[config.mk]
export PLATFORM = sky130hd
export DESIGN_NAME = t2cfg_top
export DESIGN_NICKNAME = d
export VERILOG_FILES = /design/src/rtl/t2cfg_pkg.sv /design/src/rtl/t2cfg_top.sv
export SDC_FILE = /design/constraint.sdc
export NUM_CORES = 1
export LEC_CHECK = 0
export BUFFER_PORTS_ARGS = -buffer_cell sky130_fd_sc_hd__buf_4
export CAP_MARGIN = 20
export CELL_PAD_IN_SITES_DETAIL_PLACEMENT = 0
export CELL_PAD_IN_SITES_GLOBAL_PLACEMENT = 1
export CORE_ASPECT_RATIO = 0.6
export CORE_UTILIZATION = 48
export DETAILED_ROUTE_END_ITERATION = 8
export HOLD_SLACK_MARGIN = 0.15
export PLACE_DENSITY = 0.92
export SLEW_MARGIN = 15
export SYNTH_ARGS = -nofsm -noshare
export SYNTH_HDL_FRONTEND = slang
export SYNTH_SLANG_ARGS = --single-unit
[constraint.sdc]
create_clock -name clk_i -period 4.4 [get_ports clk_i]
set_clock_uncertainty 0.15 [all_clocks]
set_input_delay 0.22 -clock clk_i [delete_from_list [all_inputs] [get_ports clk_i]]
set_output_delay 0.22 -clock clk_i [all_outputs]
set_load 0.05 [all_outputs]
[src/rtl/t2cfg_pkg.sv]
// constants, types and register map of the timer 2 mode and source select block
package t2cfg_pkg;
    localparam logic [7:0] ADDR_CTRL = 8'hC8;
    localparam logic [7:0] ADDR_MODE = 8'hC9;
    localparam logic [7:0] ADDR_MODE_EXT = 8'h93;
    localparam logic [7:0] ADDR_PIN_ROUTE = 8'hA4;
    localparam logic [7:0] ADDR_RELOAD_LO = 8'hCA;
    localparam logic [7:0] ADDR_RELOAD_HI = 8'hCB;
    localparam logic [7:0] ADDR_COUNT_LO = 8'hCC;
    localparam logic [7:0] ADDR_COUNT_HI = 8'hCD;
    localparam logic [7:0] ADDR_IRQ_STATUS = 8'hF8;
    localparam logic [7:0] ADDR_IRQ_CLEAR = 8'hF9;
    localparam logic [7:0] ADDR_IRQ_ENABLE = 8'hFA;
    localparam logic [7:0] RST_CTRL = 8'h00;
    localparam logic [7:0] RST_MODE = 8'h00;
    localparam logic [7:0] RST_MODE_EXT = 8'h00;
    localparam logic [7:0] RST_PIN_ROUTE = 8'h00;
    localparam logic [15:0] RST_RELOAD = 16'h0000;
    localparam logic [15:0] RST_COUNT = 16'h0000;
    localparam logic [2:0] RST_IRQ = 3'h0;
    // control register fields
    localparam int CTRL_OVF = 7;
    localparam int CTRL_EXT = 6;
    localparam int CTRL_ALT5 = 5;
    localparam int CTRL_ALT4 = 4;
    localparam int CTRL_CT = 1;
    localparam int CTRL_MODE_MID = 0;
    // mode register fields
    localparam int MODE_SPLIT = 7;
    localparam int MODE_ALT6 = 6;
    localparam int MODE_SPEED = 4;
    localparam int MODE_CLKOUT = 1;
    localparam int MODE_MODE_LO = 0;
    // extended mode and pin route register fields
    localparam int MEXT_LOW_CLK = 7;
    localparam int MEXT_IGNORE = 6;
    localparam int MEXT_ALT_SEL = 5;
    localparam int MEXT_CLK_MSB = 4;
    localparam int MEXT_MODE_HI = 3;
    localparam int MEXT_CAP_SEL = 0;
    localparam int ROUTE_SEL = 6;
    // interrupt status bits
    localparam int IRQ_OVF = 0;
    localparam int IRQ_LOW_OVF = 1;
    localparam int IRQ_BAD_MODE = 2;
    // synchronised input vector positions and prescaler divide ratio
    localparam int PIN_P30 = 0;
    localparam int PIN_P31 = 1;
    localparam int PIN_P33 = 2;
    localparam int PIN_P44 = 3;
    localparam int PIN_P45 = 4;
    localparam int PIN_P46 = 5;
    localparam int AS_RX = 6;
    localparam int AS_OSC = 7;
    localparam int AS_CMP = 8;
    localparam int AS_SCL = 9;
    localparam int PRESCALE_DIV = 12;
    typedef enum logic [2:0] {
        MODE_RELOAD_EXT, MODE_RELOAD_EXT_ALT, MODE_CAPTURE, MODE_CAPTURE_ZERO,
        MODE_PWM8, MODE_DUTY, MODE_RESERVED
    } t2cfg_mode_e;
    typedef struct packed {
        t2cfg_mode_e mode;
        logic split;
        logic [2:0] clk_sel;
        logic [1:0] low_clk_sel;
        logic [2:0] cap_sel;
        logic [1:0] route;
        logic clkout_en;
    } t2cfg_cfg_s;
endpackage : t2cfg_pkg

[src/rtl/t2cfg_top.sv]
// register file, mode decode, source selection and pin routing of timer 2
`timescale 1ns/1ps
module t2cfg_top
    import t2cfg_pkg::*;
(
    // clock and reset
    input wire logic clk_i,
    input wire logic resetn_i,
    // register port
    input wire logic [7:0] reg_addr_i,
    input wire logic [7:0] reg_wdata_i,
    input wire logic reg_wr_i,
    input wire logic reg_rd_i,
    output logic [7:0] reg_rdata_o,
    // counting datapath
    input wire logic ovf_i,
    input wire logic low_ovf_i,
    input wire logic cnt_load_i,
    input wire logic [15:0] cnt_val_i,
    input wire logic clk_out_level_i,
    // same-clock events
    input wire logic baud_gen_overflow_i,
    input wire logic ext_irq0_event_i,
    input wire logic ext_irq1_event_i,
    input wire logic timer0_overflow_i,
    input wire logic comparator_event_i,
    input wire logic keypad_event_i,
    // asynchronous inputs
    input wire logic [5:0] pins_i,
    input wire logic serial_receive_line_i,
    input wire logic slow_internal_osc_i,
    input wire logic comparator_output_i,
    input wire logic two_wire_clock_line_i,
    // configuration and datapath outputs
    output t2cfg_cfg_s cfg_o,
    output logic [15:0] count_o,
    output logic [15:0] reload_o,
    output logic count_wr_o,
    output logic timer_tick_o,
    output logic low_tick_o,
    output logic capture_level_o,
    // pins and interrupts
    output logic [5:0] pins_o,
    output logic [5:0] pins_oe_o,
    output logic timer_irq_o,
    output logic irq_o
);

    // index of the timer pin (trig=0) or the external trigger pin (trig=1)
    function automatic logic [2:0] route_pin(input logic [1:0] sel, input logic trig);
        logic [2:0] idx;
        idx = 3'h0;
        case (sel)
            2'h0: idx = trig ? 3'(PIN_P30) : 3'(PIN_P31);
            2'h1: idx = trig ? 3'(PIN_P46) : 3'(PIN_P33);
            2'h2: idx = trig ? 3'(PIN_P33) : 3'(PIN_P46);
            default: idx = trig ? 3'(PIN_P44) : 3'(PIN_P45);
        endcase
        return idx;
    endfunction : route_pin

    logic [7:0] ctrl_q;
    logic [7:0] mode_q;
    logic [7:0] mext_q;
    logic [7:0] route_q;
    logic rclk_q;
    logic serial_tx_clock_sel_q;
    logic low_flag_q;
    logic low_ie_q;
    logic low_speed_q;
    logic invert_q;
    logic [15:0] reload_q;
    logic [15:0] count_q;
    logic [2:0] irq_stat_q;
    logic [2:0] irq_en_q;
    logic [9:0] sync1_q;
    logic [9:0] sync2_q;
    logic [9:0] prev_q;
    logic [3:0] pre_q;
    logic pre_tick_q;

    // register access decode
    wire wr_ctrl = reg_wr_i && (reg_addr_i == ADDR_CTRL);
    wire wr_mode = reg_wr_i && (reg_addr_i == ADDR_MODE);
    wire wr_mext = reg_wr_i && (reg_addr_i == ADDR_MODE_EXT);
    wire wr_route = reg_wr_i && (reg_addr_i == ADDR_PIN_ROUTE);
    wire wr_rl_lo = reg_wr_i && (reg_addr_i == ADDR_RELOAD_LO);
    wire wr_rl_hi = reg_wr_i && (reg_addr_i == ADDR_RELOAD_HI);
    wire wr_cnt_lo = reg_wr_i && (reg_addr_i == ADDR_COUNT_LO);
    wire wr_cnt_hi = reg_wr_i && (reg_addr_i == ADDR_COUNT_HI);
    wire wr_iclr = reg_wr_i && (reg_addr_i == ADDR_IRQ_CLEAR);
    wire wr_ien = reg_wr_i && (reg_addr_i == ADDR_IRQ_ENABLE);
    wire alt_sel = mext_q[MEXT_ALT_SEL];
    wire split = mode_q[MODE_SPLIT];

    // mode decode
    wire [2:0] mode_code = {mext_q[MEXT_MODE_HI], ctrl_q[CTRL_MODE_MID], mode_q[MODE_MODE_LO]};
    t2cfg_mode_e mode_dec;
    always_comb
    begin
        case (mode_code)
            3'h0: mode_dec = MODE_RELOAD_EXT;
            3'h1: mode_dec = MODE_RELOAD_EXT_ALT;
            3'h2: mode_dec = MODE_CAPTURE;
            3'h3: mode_dec = MODE_CAPTURE_ZERO;
            3'h4: mode_dec = split ? MODE_PWM8 : MODE_RESERVED;
            3'h6: mode_dec = split ? MODE_RESERVED : MODE_DUTY;
            default: mode_dec = MODE_RESERVED;
        endcase
    end

    // source selectors
    wire [2:0] clk_sel = {mext_q[MEXT_CLK_MSB], mode_q[MODE_SPEED], ctrl_q[CTRL_CT]};
    wire [1:0] low_sel = {mext_q[MEXT_LOW_CLK], low_speed_q};
    wire [2:0] cap_sel = mext_q[MEXT_CAP_SEL +: 3];
    wire [1:0] route_sel = route_q[ROUTE_SEL +: 2];
    wire [2:0] t2_idx = route_pin(route_sel, 1'b0);
    wire [2:0] trig_idx = route_pin(route_sel, 1'b1);
    wire t2_fall = prev_q[t2_idx] && !sync2_q[t2_idx];
    // the access select only picks which bit software sees; the invert keeps acting while hidden
    wire trig_level = sync2_q[trig_idx] ^ invert_q;

    logic tick_d;
    always_comb
    begin
        case (clk_sel)
            3'h0: tick_d = pre_tick_q;
            3'h1: tick_d = t2_fall;
            3'h2: tick_d = 1'b1;
            3'h3: tick_d = split ? low_ovf_i : ext_irq0_event_i;
            3'h4: tick_d = baud_gen_overflow_i;
            3'h5: tick_d = timer0_overflow_i;
            3'h6: tick_d = comparator_event_i;
            default: tick_d = keypad_event_i;
        endcase
    end

    logic low_tick_d;
    always_comb
    begin
        case (low_sel)
            2'h0: low_tick_d = pre_tick_q;
            2'h1: low_tick_d = 1'b1;
            2'h2: low_tick_d = baud_gen_overflow_i;
            default: low_tick_d = ext_irq0_event_i;
        endcase
    end

    logic cap_d;
    always_comb
    begin
        case (cap_sel)
            3'h0: cap_d = trig_level;
            3'h1: cap_d = sync2_q[AS_RX];
            3'h2: cap_d = sync2_q[PIN_P45];
            3'h3: cap_d = ext_irq1_event_i;
            3'h4: cap_d = sync2_q[AS_OSC];
            3'h5: cap_d = sync2_q[AS_CMP];
            3'h6: cap_d = keypad_event_i;
            default: cap_d = sync2_q[AS_SCL];
        endcase
    end

    // flag updates; a hardware set wins over a software write
    wire ovf_set = ovf_i && !rclk_q && !serial_tx_clock_sel_q;
    wire low_set = low_ovf_i && split;
    wire ovf_d = ovf_set || (wr_ctrl ? reg_wdata_i[CTRL_OVF] : ctrl_q[CTRL_OVF]);
    wire low_flag_d = low_set || ((wr_ctrl && alt_sel) ? reg_wdata_i[CTRL_ALT5] : low_flag_q);
    wire [2:0] irq_ev = {wr_mext && (mode_dec == MODE_RESERVED), low_set, ovf_set};
    wire [2:0] irq_stat_d = irq_ev | (irq_stat_q & ~(wr_iclr ? reg_wdata_i[2:0] : 3'h0));
    wire timer_irq_d = (ctrl_q[CTRL_OVF] && !mext_q[MEXT_IGNORE]) || ctrl_q[CTRL_EXT]
        || (low_flag_q && low_ie_q);

    // readback mux
    wire [7:0] ctrl_rd = {ctrl_q[7:6], alt_sel ? {low_flag_q, low_ie_q} : {rclk_q, serial_tx_clock_sel_q}, ctrl_q[3:0]};
    wire [7:0] mode_rd = {mode_q[7], alt_sel ? invert_q : low_speed_q, mode_q[5:0]};
    logic [7:0] rd_mux;
    always_comb
    begin
        case (reg_addr_i)
            ADDR_CTRL: rd_mux = ctrl_rd;
            ADDR_MODE: rd_mux = mode_rd;
            ADDR_MODE_EXT: rd_mux = mext_q;
            ADDR_PIN_ROUTE: rd_mux = route_q;
            ADDR_RELOAD_LO: rd_mux = reload_q[7:0];
            ADDR_RELOAD_HI: rd_mux = reload_q[15:8];
            ADDR_COUNT_LO: rd_mux = count_q[7:0];
            ADDR_COUNT_HI: rd_mux = count_q[15:8];
            ADDR_IRQ_STATUS: rd_mux = {5'h00, irq_stat_q};
            ADDR_IRQ_ENABLE: rd_mux = {5'h00, irq_en_q};
            default: rd_mux = 8'h00;
        endcase
    end

    // count: a software byte write wins over a datapath load of that byte
    wire [7:0] cnt_lo_d = wr_cnt_lo ? reg_wdata_i : (cnt_load_i ? cnt_val_i[7:0] : count_q[7:0]);
    wire [7:0] cnt_hi_d = wr_cnt_hi ? reg_wdata_i : (cnt_load_i ? cnt_val_i[15:8] : count_q[15:8]);

    // clock output drives the routed timer pin
    wire [5:0] oe_d = mode_q[MODE_CLKOUT] ? (6'h01 << t2_idx) : 6'h00;

    always_ff @(posedge clk_i or negedge resetn_i)
    begin
        if (!resetn_i)
        begin
            sync1_q <= 10'h000;
            sync2_q <= 10'h000;
            prev_q <= 10'h000;
        end
        else
        begin
            sync1_q <= {two_wire_clock_line_i, comparator_output_i, slow_internal_osc_i,
                serial_receive_line_i, pins_i};
            sync2_q <= sync1_q;
            prev_q <= sync2_q;
        end
    end

    always_ff @(posedge clk_i or negedge resetn_i)
    begin
        if (!resetn_i)
        begin
            pre_q <= 4'h0;
            pre_tick_q <= 1'b0;
        end
        else
        begin
            pre_q <= (pre_q == 4'(PRESCALE_DIV - 1)) ? 4'h0 : pre_q + 4'h1;
            pre_tick_q <= (pre_q == 4'(PRESCALE_DIV - 1));
        end
    end

    always_ff @(posedge clk_i or negedge resetn_i)
    begin
        if (!resetn_i)
        begin
            ctrl_q <= RST_CTRL;
            mode_q <= RST_MODE;
            mext_q <= RST_MODE_EXT;
            route_q <= RST_PIN_ROUTE;
        end
        else
        begin
            ctrl_q <= wr_ctrl ? {ovf_d, reg_wdata_i[6:0]} : {ovf_d, ctrl_q[6:0]};
            if (wr_mode)
                mode_q <= reg_wdata_i;
            if (wr_mext)
                mext_q <= reg_wdata_i;
            if (wr_route)
                route_q <= reg_wdata_i;
        end
    end

    always_ff @(posedge clk_i or negedge resetn_i)
    begin
        if (!resetn_i)
        begin
            {rclk_q, serial_tx_clock_sel_q, low_flag_q, low_ie_q, low_speed_q, invert_q} <= 6'h00;
        end
        else
        begin
            low_flag_q <= low_flag_d;
            if (wr_ctrl && !alt_sel)
                {rclk_q, serial_tx_clock_sel_q} <= reg_wdata_i[CTRL_ALT5 -: 2];
            if (wr_ctrl && alt_sel)
                low_ie_q <= reg_wdata_i[CTRL_ALT4];
            if (wr_mode && !alt_sel)
                low_speed_q <= reg_wdata_i[MODE_ALT6];
            if (wr_mode && alt_sel)
                invert_q <= reg_wdata_i[MODE_ALT6];
        end
    end

    always_ff @(posedge clk_i or negedge resetn_i)
    begin
        if (!resetn_i)
        begin
            reload_q <= RST_RELOAD;
            count_q <= RST_COUNT;
        end
        else
        begin
            if (wr_rl_lo)
                reload_q[7:0] <= reg_wdata_i;
            if (wr_rl_hi)
                reload_q[15:8] <= reg_wdata_i;
            count_q <= {cnt_hi_d, cnt_lo_d};
        end
    end

    always_ff @(posedge clk_i or negedge resetn_i)
    begin
        if (!resetn_i)
        begin
            irq_stat_q <= RST_IRQ;
            irq_en_q <= RST_IRQ;
            irq_o <= 1'b0;
            timer_irq_o <= 1'b0;
        end
        else
        begin
            irq_stat_q <= irq_stat_d;
            if (wr_ien)
                irq_en_q <= reg_wdata_i[2:0];
            irq_o <= |(irq_stat_q & irq_en_q);
            timer_irq_o <= timer_irq_d;
        end
    end

    // outputs follow the registers one cycle later, count untouched
    always_ff @(posedge clk_i or negedge resetn_i)
    begin
        if (!resetn_i)
        begin
            cfg_o <= '{MODE_RELOAD_EXT, 1'b0, 3'h0, 2'h0, 3'h0, 2'h0, 1'b0};
            reg_rdata_o <= 8'h00;
            count_o <= RST_COUNT;
            reload_o <= RST_RELOAD;
            count_wr_o <= 1'b0;
            timer_tick_o <= 1'b0;
            low_tick_o <= 1'b0;
            capture_level_o <= 1'b0;
            pins_o <= 6'h00;
            pins_oe_o <= 6'h00;
        end
        else
        begin
            cfg_o <= '{mode_dec, split, clk_sel, low_sel, cap_sel, route_sel, mode_q[MODE_CLKOUT]};
            reg_rdata_o <= reg_rd_i ? rd_mux : 8'h00;
            count_o <= count_q;
            reload_o <= reload_q;
            count_wr_o <= wr_cnt_lo || wr_cnt_hi;
            timer_tick_o <= tick_d;
            low_tick_o <= split && low_tick_d;
            capture_level_o <= cap_d;
            pins_o <= clk_out_level_i ? oe_d : 6'h00;
            pins_oe_o <= oe_d;
        end
    end
endmodule : t2cfg_top

# Yosys cells after proc, flatten, opt, wreduce, memory -nomap -nowiden
# Index checks and enable logic that the tools add are counted.
# word_totals
reg_bits	182
input_bits	56
output_inout_bits	73
word_cells	152
# classes
add_sub_neg	1
n_lt_le_gt_ge	2
n_eq_ne	34
shift	1
n_mux	29
n_bitwise	5
reduce_logical	40
# op_table
op	n
$eq 8x8->1 const B	11
$pmux 8 s10	1
$mux 8	5
$eq 3x3->1 const B	9
$logic_and 1x1->1	22
$eq 3x2->1 const B	6
$pmux 3 s3	2
$pmux 3 s6	1
$pmux 1 s7	2
$mux 6	2
$lt 3x5->1 const B	2
$bmux 1 s3	3
$eq 3x1->1 const B	3
$logic_not 3->1	3
$mux 1	7
$and 3x3->3	2
$mux 2	3
$shl 1x3->6 const A	1
$logic_not 1->1	5
$logic_or 1x1->1	5
$add 4x1->4 const B	1
$eq 2x1->1 const B	2
$eq 2x2->1 const B	2
$eq 4x4->1 const B	1
9 further kinds	11

# Longest topological paths before layout
# Gate-level depths: netlist of run 1.
# logic_depth
ltp_word	7
mapped_depth	7
mapped_depth_nobuf	4

# Worst setup path after synthesis of run 1
# No wires, ideal clock.
# synth_timing
path_kind	input-to-reg
startpoint	in reg_addr_i[4]
endpoint	reg rclk_q
setup_time_ns	0.128
arrival_time_ns	1.808
t_required_ns	4.122
path_slack_ns	2.314
path_stages	7
n_path_buf	3
path_cell_list	buf_2 > or2_1 > buf_2 > or4b_1 > buf_2 > nor2_2 > mux2_1
# synth_via
elab_chain_cells	3
# synth_rtl
item	line	text
start: declaration	t2cfg_top.sv:10	input wire logic [7:0] reg_addr_i,
$eq 8x8->1	t2cfg_top.sv:83	wire wr_ctrl = reg_wr_i && (reg_addr_i == ADDR_CTRL);
$logic_and 1x1->1	t2cfg_top.sv:83	
$logic_and 1x1->1	t2cfg_top.sv:263	if (wr_ctrl && !alt_sel)
end signal: assignment	t2cfg_top.sv:264	{rclk_q, serial_tx_clock_sel_q} <= reg_wdata_i[CTRL_ALT5 -: 2];
end: declaration	t2cfg_top.sv:66	logic rclk_q;
# No other way between the ends.
# A chain may end at the register's enable or synchronous reset.

# Final worst setup path of run 1
# layout_timing
startpoint	in reg_addr_i[2]
endpoint	reg ctrl_q[7]
# layout_via
elab_chain_cells	4
# layout_rtl
item	line	text
$eq 8x8->1	t2cfg_top.sv:83	
$logic_and 1x1->1	t2cfg_top.sv:83	
$mux 1	t2cfg_top.sv:167	wire ovf_d = ovf_set || (wr_ctrl ? reg_wdata_i[CTRL_OVF] : ctrl_q[CTRL_OVF]);
$logic_or 1x1->1	t2cfg_top.sv:167	
named net ovf_d	t2cfg_top.sv:167	
end signal: assignment	t2cfg_top.sv:244	ctrl_q <= wr_ctrl ? {ovf_d, reg_wdata_i[6:0]} : {ovf_d, ctrl_q[6:0]};
end: declaration	t2cfg_top.sv:62	logic [7:0] ctrl_q;
# The timed path passes the listed nets, and every way through them passes these cells.

==> results.ini, run 1 <==
[outcome]
status = completed

[drt]
wl_per_cell_um = 19.1
wl_met1_um = 8170
drt_iter0_drc = 358
wl_met3_um = 1270
vias = 4910
drt-total-wl_um = 17200
drc = 0
ant_nets = 0
dr_wl_met2_um = 7620
firstDrtPassIters = 5
dr.max_layer_used = met4
via_per_inst = 5.47

[die]
rows = 33
boundaryPins = 129
die-area_sq_mm = 0.0149
coreArea_sq_mm = 0.0138
die_h_um = 94.9
dieWidth_um = 157
start_util_pct = 49.9

[synth]
ys.flop_type = dfrtp_1
synth.distinct_cells = 65
yosys_warnings = 0
synth.top_cell.area_share_pct = 63.5
async_flop_share_pct = 100
syn_area_per_cell_sq_um = 13.6
yosys.area.top_type = dfrtp_1
yosys-top-cells-count = dfrtp_1 (175), mux2_1 (41), nor2_1 (32)
ys_seq_elements = 175
synth_edf_count = 0
mappedNetlistArea_sq_mm = 0.00690
seq_area_frac_synth_pct = 63.5
syn_inst = 508
synth_area_leaders = dfrtp_1 (63%), mux2_1 (6.7%), mux2i_1 (4.2%)
yosysMostFrequentCell = dfrtp_1

[cts]
cts_root_buffer = clkbuf_16
cts_buffers = 17
cts.sinks = 175
clk_transition_reported_paths_ps = 70
htree_levels = 4
post_cts_buffers = 0
clock_latency_ps = 420
max-clock-path-buffers = 2
cts_tree = done
hold_buffers = 63
cts-resized-gates = 0

[pwr]
peakVddDrop_mv = 0.193
switching_share_pct = 26.3
intPower_mw = 2.73
seq_power_share_pct = 47.7
pwr-share-clk_pct = 39.5
pwr-share-comb_pct = 12.8
p_leak_nw = 4.45
p_per_area_mw_per_mm2 = 402
p_switching_uw = 977

[setup_path]
cp.required_ps = 4550
r2r_cells = 4
reg2reg_slack_ps = 2060
crit_type = in2reg
crit_path_start_kind = input port
worst_setup_path_end_kind = register
cp.arrival_ps = 3280
cp_max_fo = 12

[layout]
diodes = 0
multi_input_area_sq_mm = 0.00237
fin_nets = 750
drive_above_1_share_pct = 27.1
regArea_sq_mm = 0.00438
area_growth_pct = 33.7
nFillCells = 1018

[timing]
max_freq_ghz = 0.319
rsz0062_at_grt = false
maxSlewViolCount = 0
period_minus_slack_ps = 3130
hold_viol = 0
finalSetupViolCount = 0
tns_ps = 0
fin_ws_ps = 1270
tightest_slew_ps = 890
slew_headroom_pct = 40.4
timing.final.crit_share_pct = 71.2

[grt]
overflow = 0
grt_pass1_vias = 4872
grt_pass1_wl_um = 27100
grt_max_degree = 109
antenna_found_initial = 0
track_usage_pct = 24.7

[placed_design]
gp_congestion = 0.835
hpwl_um = 11600
port-buffer-count = 128
dp_slack_ps = 1720

[job]
max-cap-violations = 0

[hold_path]
holdPathStages = 3
hp-class = in2reg

-- through the flow --
| step | utilization [%] | instance area [sq um] | std cells | hold slack (ps) | power (mW) |
|---|---|---|---|---|---|
| 3_5_place_dp | 58.0 | 8020 | 803 | 113 | 2.21 |
| 2_1_floorplan | - | 6910 | 511 | -226 | 2.02 |
| 4_1_cts | 66.7 | 9230 | 898 | 152 | 3.73 |
| 5_1_grt | 66.7 | 9230 | 898 | 180 | 3.84 |
| 6_report | 66.7 | 9230 | 898 | 161 | 3.71 |
| 3_3_place_gp | 58.0 | 8020 | 803 | 91.8 | 2.20 |
-- final timing paths --
path / start / endpoint
min in group asynchronous: resetn_i / reload_o[15]$_DFF_PN0_
worst min-delay path: cnt_load_i / count_q[11]$_DFFE_PN0P_
worst min register to register: sync1_q[0]$_DFF_PN0_ / sync2_q[0]$_DFF_PN0_
worst max-delay path: reg_addr_i[2] / ctrl_q[7]$_DFF_PN0_
max in group asynchronous: resetn_i / sync1_q[4]$_DFF_PN0_
worst max register to register: route_q[7]$_DFFE_PN0P_ / timer_tick_o$_DFF_PN0_
-- registers in the layout, summed over array words and instances, names as in the netlist, 7 cells and up --
signal,count
mext_q,8
mode_q,7
route_q,8
reload_q,16
sync1_q,10
count_q,16
count_o,16
cfg_o,15
reg_rdata_o,8
reload_o,16
sync2_q,10
-- worst max-delay path: stages --
cell,delay (ps)
dlygate4sd3_1,540
buf_4,180
nand4b_1,580
or4b_1,910
mux2i_1,230
nand2_1,70
dlygate4sd3_1,550
-- power by group through the flow --
stage / Sequential, mW / Combinational, mW / Clock, mW
after floorplan: 1.90 / 0.123 / 0
after global placement: 1.79 / 0.406 / 0
after detailed placement: 1.80 / 0.414 / 0
after CTS: 1.77 / 0.474 / 1.49
after global routing: 1.78 / 0.505 / 1.56
final: 1.77 / 0.474 / 1.47
-- layout make-up --
cell class | count | area share, %
clock buffers | 22 | 5.14
clock inverters | 10 | 1.11
inverters | 13 | 0.529
multi-input cells | 294 | 25.6
flip-flops and latches | 175 | 47.5
well taps | 192 | 2.60
repair buffers | 192 | 17.5
-- cell families (layout without fill, tap and decap cells) --
kind of cell,Yosys count,in the layout,synth area share [%]
other cells,1,4,0.0543
flops,175,175,63.5
mux,93,93,15.9
buf+inv,42,237,2.41
fa+ha+maj,1,1,0.181
compound gates,77,77,7.76
simple gates,116,116,9.85
xor+xnor,3,3,0.381
-- cells in the final DEF, fill, tap and decap left out, types with 8 or more instances in the layout --
cell,count
dfrtp_1,175
buf_4,127
dlygate4sd3_1,63
mux2_1,41
nor2_1,32
mux2i_1,29
nand2_1,22
a21oi_1,19
clkbuf_16,17
inv_1,12
a22oi_1,11
mux2_2,10
nor3_1,9
o21ai_0,8
mux2_4,8
-- per-layer routing --
| metal | track usage [%] | vias up |
|---|---|---|
| li1 | - | 2204 |
| met1 | 36.5 | 2483 |
| met2 | 36.7 | 206 |
| met3 | 5.42 | 17 |
| met4 | 6.62 | 0 |
| met5 | 0 | - |
Note: power is estimated with default switching activity, not from simulation.
==> run 2: changes to the inputs <==
- CORE_UTILIZATION: 48 -> 45
- PLACE_DENSITY: 0.92 -> 0.88
- clock period: 4.4 -> 3.05 ns (I/O delays scaled with it)
==> results.ini, run 2 (same netlist as run 1, synthesis figures left out) <==
[outcome]
status = completed

[die]
dieWidth_um = 162  ; +3.2%
boundaryPins = 129  ; unchanged
rows = 34  ; +3.0%
start_util_pct = 46.9  ; -3.0 points
die_h_um = 97.9  ; +3.2%
die-area_sq_mm = 0.0158  ; +6.5%
coreArea_sq_mm = 0.0147  ; +6.4%

[layout]
nFillCells = 1111  ; +9.1%
final_common_cell = dfrtp_1
fin_area_sq_mm = 0.00941  ; +2.0%
drive_above_1_share_pct = 26.9  ; -0.18 points
diodes = 0  ; unchanged
fin_nets = 767  ; +2.3%
final_cells = 920  ; +2.4%
layout_common_cells = dfrtp_1 (175), buf_4 (129), dlygate4sd3_1 (78)
area_growth_pct = 36.4

[setup_path]
worstPathBufferInverterCount = 3  ; unchanged
cp.required_ps = 3210  ; -1340 ps
worstPathCellList = dlygate4sd3_1 -> buf_4 -> or4b_1 -> nor2_2 -> nand2_2 -> mux2_1 -> dlygate4sd3_1
cpMostUsedCell = dlygate4sd3_1
cpPeakStageDelay_ps = 570  ; -340 ps
cp_max_fo = 10  ; -2
cp.arrival_ps = 2940  ; -340 ps
critical_path.slowest_cell = dlygate4sd3_1
path_delay_family = buffers and inverters
crit_path_start_kind = input port
crit_type = in2reg
worst_setup_path_end_kind = register

[job]
max-cap-violations = 0  ; unchanged

[placed_design]
dp.cells = 811  ; +1.0%
hpwl_um = 12200  ; +5.8%
gp_congestion = 0.950  ; +14%
place_area_sq_mm = 0.00804  ; +0.28%
port-buffer-count = 128  ; unchanged

[drt]
wl_met3_um = 1410  ; +11%
wl_per_cell_um = 19.8  ; +3.3%
drt-total-wl_um = 18200  ; +5.9%
drt_iter0_drc = 370  ; +3.4%
firstDrtPassIters = 7  ; +2
via_per_inst = 5.41  ; -1.1%
wl_met1_um = 8700  ; +6.5%
vias = 4975  ; +1.3%
drc = 0  ; unchanged
ant_nets = 0  ; unchanged
dr_wl_met2_um = 7870  ; +3.4%
dr.max_layer_used = met4

[hold_path]
hp-class = in2async

[grt]
grt_pass1_wl_um = 29300  ; +7.9%
track_usage_pct = 24.7  ; about the same
grt_max_degree = 79  ; -28%
overflow = 0  ; unchanged
grt_pass1_vias = 5126  ; +5.2%
antenna_found_initial = 0  ; unchanged

[cts]
post_cts_buffers = 0  ; unchanged
cts_tree = done
htree_levels = 4  ; unchanged
cts.sinks = 175  ; unchanged
max-clock-path-buffers = 2  ; unchanged
clock_latency_ps = 430  ; about the same
hold_buffers = 78  ; +24%
cts_buffers = 17  ; unchanged
clk_transition_reported_paths_ps = 70  ; about the same
cts_root_buffer = clkbuf_16
cts-resized-gates = 0  ; unchanged

[timing]
max_freq_ghz = 0.360
maxSlewViolCount = 0  ; unchanged
finalSetupViolCount = 0  ; unchanged
tightest_slew_ps = 919  ; +28.8 ps
fin_hold_ws_ps = 176  ; +14.9 ps
rsz0062_at_grt = false
period_minus_slack_ps = 2780
timing.final.crit_share_pct = 91.0
slew_headroom_pct = 38.5  ; -1.9 points
tns_ps = 0  ; unchanged
hold_viol = 0  ; unchanged

[pwr]
p_per_area_mw_per_mm2 = 576  ; +43%
totalPowerFinal_mw = 5.42  ; +46%
p_leak_nw = 4.52  ; +1.7%
peakVddDrop_mv = 0.333  ; +73%

==> run 2: routing by layer <==
layer,vias to the layer above,GRT usage (%)
met3,26,5.40
met5,-,0
met4,0,6.68
met1,2465,37.7
li1,2249,-
met2,235,35.4
==> run 2: worst register-to-register path, cell delays in order, from the launching register on <==
cell and delay, ps:
dfrtp_1 690, a32oi_1 250, a211o_1 330, a211oi_1 210, dlygate4sd3_1 570
==> run 2: final cells by class <==
cell class / instances / area, sq um / share of cell area (%)
tap: 198 / 248 / 2.63
timing repair buffer: 209 / 1780 / 18.9
sequential: 175 / 4380 / 46.5
inverter: 13 / 48.8 / 0.519
clock inverter: 11 / 120 / 1.28
clock buffer: 20 / 467 / 4.96
multi-input combinational: 294 / 2370 / 25.1
==> run 2: through the flow <==
stage	setup WS (ps)	utilization [%]
floorplan	1030	-
global placement	778	54.6
detailed placement	744	54.6
CTS	348	63.9
global route	207	63.9
finish	273	63.9
==> run 2: path summary, 6_finish.rpt <==
kind	start	slack [ps]	endpoint	depth (start not counted)
max in group asynchronous	resetn_i	1680	mode_q[3]$_DFFE_PN0P_	3
hold reg to reg	sync1_q[3]$_DFF_PN0_	200	sync2_q[3]$_DFF_PN0_	0
min in group clk_i	reg_rd_i	180	reg_rdata_o[5]$_DFF_PN0_	3
setup reg to reg	route_q[7]$_DFFE_PN0P_	790	timer_tick_o$_DFF_PN0_	4
hold / removal	resetn_i	180	pins_o[1]$_DFF_PN0_	2
setup / recovery	reg_addr_i[4]	270	route_q[5]$_DFFE_PN0P_	7
==> run 2: power by group <==
part	leakage, nW	switching [mW]	internal [mW]
registers	2.25	0.103	2.45
logic	1.98	0.405	0.306
clock network	0.290	0.945	1.21
total	4.52	1.45	3.97
==> run 3: changes to the inputs <==
- PLACE_DENSITY: 0.88 -> default
- PLACE_DENSITY_LB_ADDON: default -> 0.2
- TNS_END_PERCENT: default -> 1
==> results.ini, run 3 (same netlist as run 1, synthesis figures left out) <==
[die]
start_util_pct = 46.9  ; unchanged
rows = 34  ; unchanged
boundaryPins = 129  ; unchanged
coreArea_sq_mm = 0.0147  ; unchanged
die-area_sq_mm = 0.0158  ; unchanged
dieWidth_um = 162  ; unchanged
die_h_um = 97.9  ; unchanged

[setup_path]
cp.arrival_ps = 2950  ; about the same
crit_path_start_kind = input port
cp.required_ps = 3200  ; about the same
cp_max_fo = 12  ; +2
worst_setup_path_end_kind = register
crit_type = in2reg

[timing]
max_freq_ghz = 0.357  ; -0.87%
rsz0062_at_grt = false
tightest_slew_ps = 841  ; -77.3 ps
maxSlewViolCount = 0  ; unchanged
fin_ws_ps = 249  ; -24.3 ps
slew_headroom_pct = 43.7  ; +5.3 points
finalSetupViolCount = 0  ; unchanged
hold_viol = 0  ; unchanged
tns_ps = 0  ; unchanged
timing.final.crit_share_pct = 91.8  ; +0.80 points
period_minus_slack_ps = 2800  ; +24.3 ps

[cts]
max-clock-path-buffers = 2  ; unchanged
htree_levels = 4  ; unchanged
clk_transition_reported_paths_ps = 70  ; about the same
cts_root_buffer = clkbuf_16
cts_buffers = 17  ; unchanged
post_cts_buffers = 0  ; unchanged
cts.sinks = 175  ; unchanged
clock_latency_ps = 430  ; about the same
cts-resized-gates = 0  ; unchanged
cts_tree = done

[grt]
grt_pass1_vias = 5053  ; -1.4%
antenna_found_initial = 0  ; unchanged
grt_max_degree = 54  ; -32%
grt_pass1_wl_um = 27900  ; -4.7%
track_usage_pct = 23.5  ; -1.2 points
overflow = 0  ; unchanged

[layout]
drive_above_1_share_pct = 27.1  ; +0.24 points
final_cells = 921  ; +0.11%
diodes = 0  ; unchanged
layout_common_cells = dfrtp_1 (175), buf_4 (130), dlygate4sd3_1 (77)
area_growth_pct = 36.6
final_common_cell = dfrtp_1
final_core_util_pct = 64.0  ; +0.10 points
fin_nets = 767  ; unchanged

[pwr]
intPower_mw = 3.95  ; -0.42%
pwr-share-clk_pct = 40.4  ; +0.6 points
p_switching_mw = 1.50  ; +3.4%
seq_power_share_pct = 46.7  ; -0.4 points
peakVddDrop_mv = 0.318  ; -4.5%
p_leak_nw = 4.53  ; +0.16%
switching_share_pct = 27.5  ; +0.75 points
p_per_area_mw_per_mm2 = 579  ; +0.44%
pwr-share-comb_pct = 12.9  ; -0.2 points

[drt]
ant_nets = 0  ; unchanged
drc = 0  ; unchanged
drt-total-wl_um = 17400  ; -4.5%
firstDrtPassIters = 5  ; -2
via_per_inst = 5.28  ; -2.4%
vias = 4863  ; -2.3%
drt_iter0_drc = 285  ; -23%
wl_per_cell_um = 18.9  ; -4.7%

[placed_design]
hpwl_um = 11600  ; -5.2%
gp_congestion = 0.824  ; -13%
dp_slack_ps = 709  ; -34.5 ps
port-buffer-count = 128  ; unchanged
dp.cells = 812  ; +0.12%

[hold_path]
hp-class = reg2reg

[job]
max-cap-violations = 0  ; unchanged

[outcome]
status = completed

run 3: changes by cell type in the layout (fill, tap and decap cells not counted), sizes merged:
cell	previous run	this run
inv	20	23
clkbuf	20	18
buf	131	132
dlygate4sd3	78	77
run 3: power groups by stage:
stage,clock (mW),sequential [mW],combinational [mW]
2_1_floorplan,0,2.74,0.178
3_3_place_gp,0,2.58,0.595
3_5_place_dp,0,2.59,0.602
4_1_cts,2.25,2.54,0.707
5_1_grt,2.36,2.56,0.753
6_report,2.20,2.55,0.706
run 3: critical path: stages:
cell and delay [ps]:
dlygate4sd3_1 540, buf_4 180, nand4b_1 370, or4b_1 820, mux2i_1 260, nand2_1 80
dlygate4sd3_1 540
run 3: repair_timing:
item | CTS | global route
hold buffers | 77 | 0
setup endpoints to repair | 0 | 0
hold endpoints to repair | 230 | 0
run 3: cell type report:
class,instances,area [sq um]
timing repair buffer,209,1780
clock inverter,14,165
tap,198,248
multi-input combinational,294,2370
clock buffer,18,439
fill,1151,5300
sequential,175,4380
inverter,13,48.8
run 3: worst paths after layout:
path | end | from | slack, ps | cells past startpoint
min reg2reg | sync2_q[1]$_DFF_PN0_ | sync1_q[1]$_DFF_PN0_ | 200 | 0
max | ctrl_q[7]$_DFF_PN0_ | reg_addr_i[2] | 250 | 7
min | sync2_q[1]$_DFF_PN0_ | sync1_q[1]$_DFF_PN0_ | 200 | 0
min in group asynchronous | sync1_q[0]$_DFF_PN0_ | resetn_i | 630 | 3
max in group asynchronous | cfg_o[12]$_DFF_PN0_ | resetn_i | 620 | 4
max reg2reg | timer_tick_o$_DFF_PN0_ | mode_q[4]$_DFFE_PN0P_ | 460 | 5
run 3: through the flow:
step / cell area [sq um] / hold WS [ps] / power, mW
floorplan: 6910 / -293 / 2.92
global placement: 8050 / 23.3 / 3.18
detailed placement: 8050 / 30.2 / 3.19
CTS: 9420 / 171 / 5.50
global route: 9420 / 207 / 5.68
finish: 9420 / 200 / 5.46
run 3: routing by layer:
layer	up-vias	part of all wire [%]	global-route usage, %
met5	-	0	0
met4	0	0.83	5.66
met3	12	5.8	6.03
met2	149	45	34.8
met1	2455	48	34.5
li1	2247	-	-
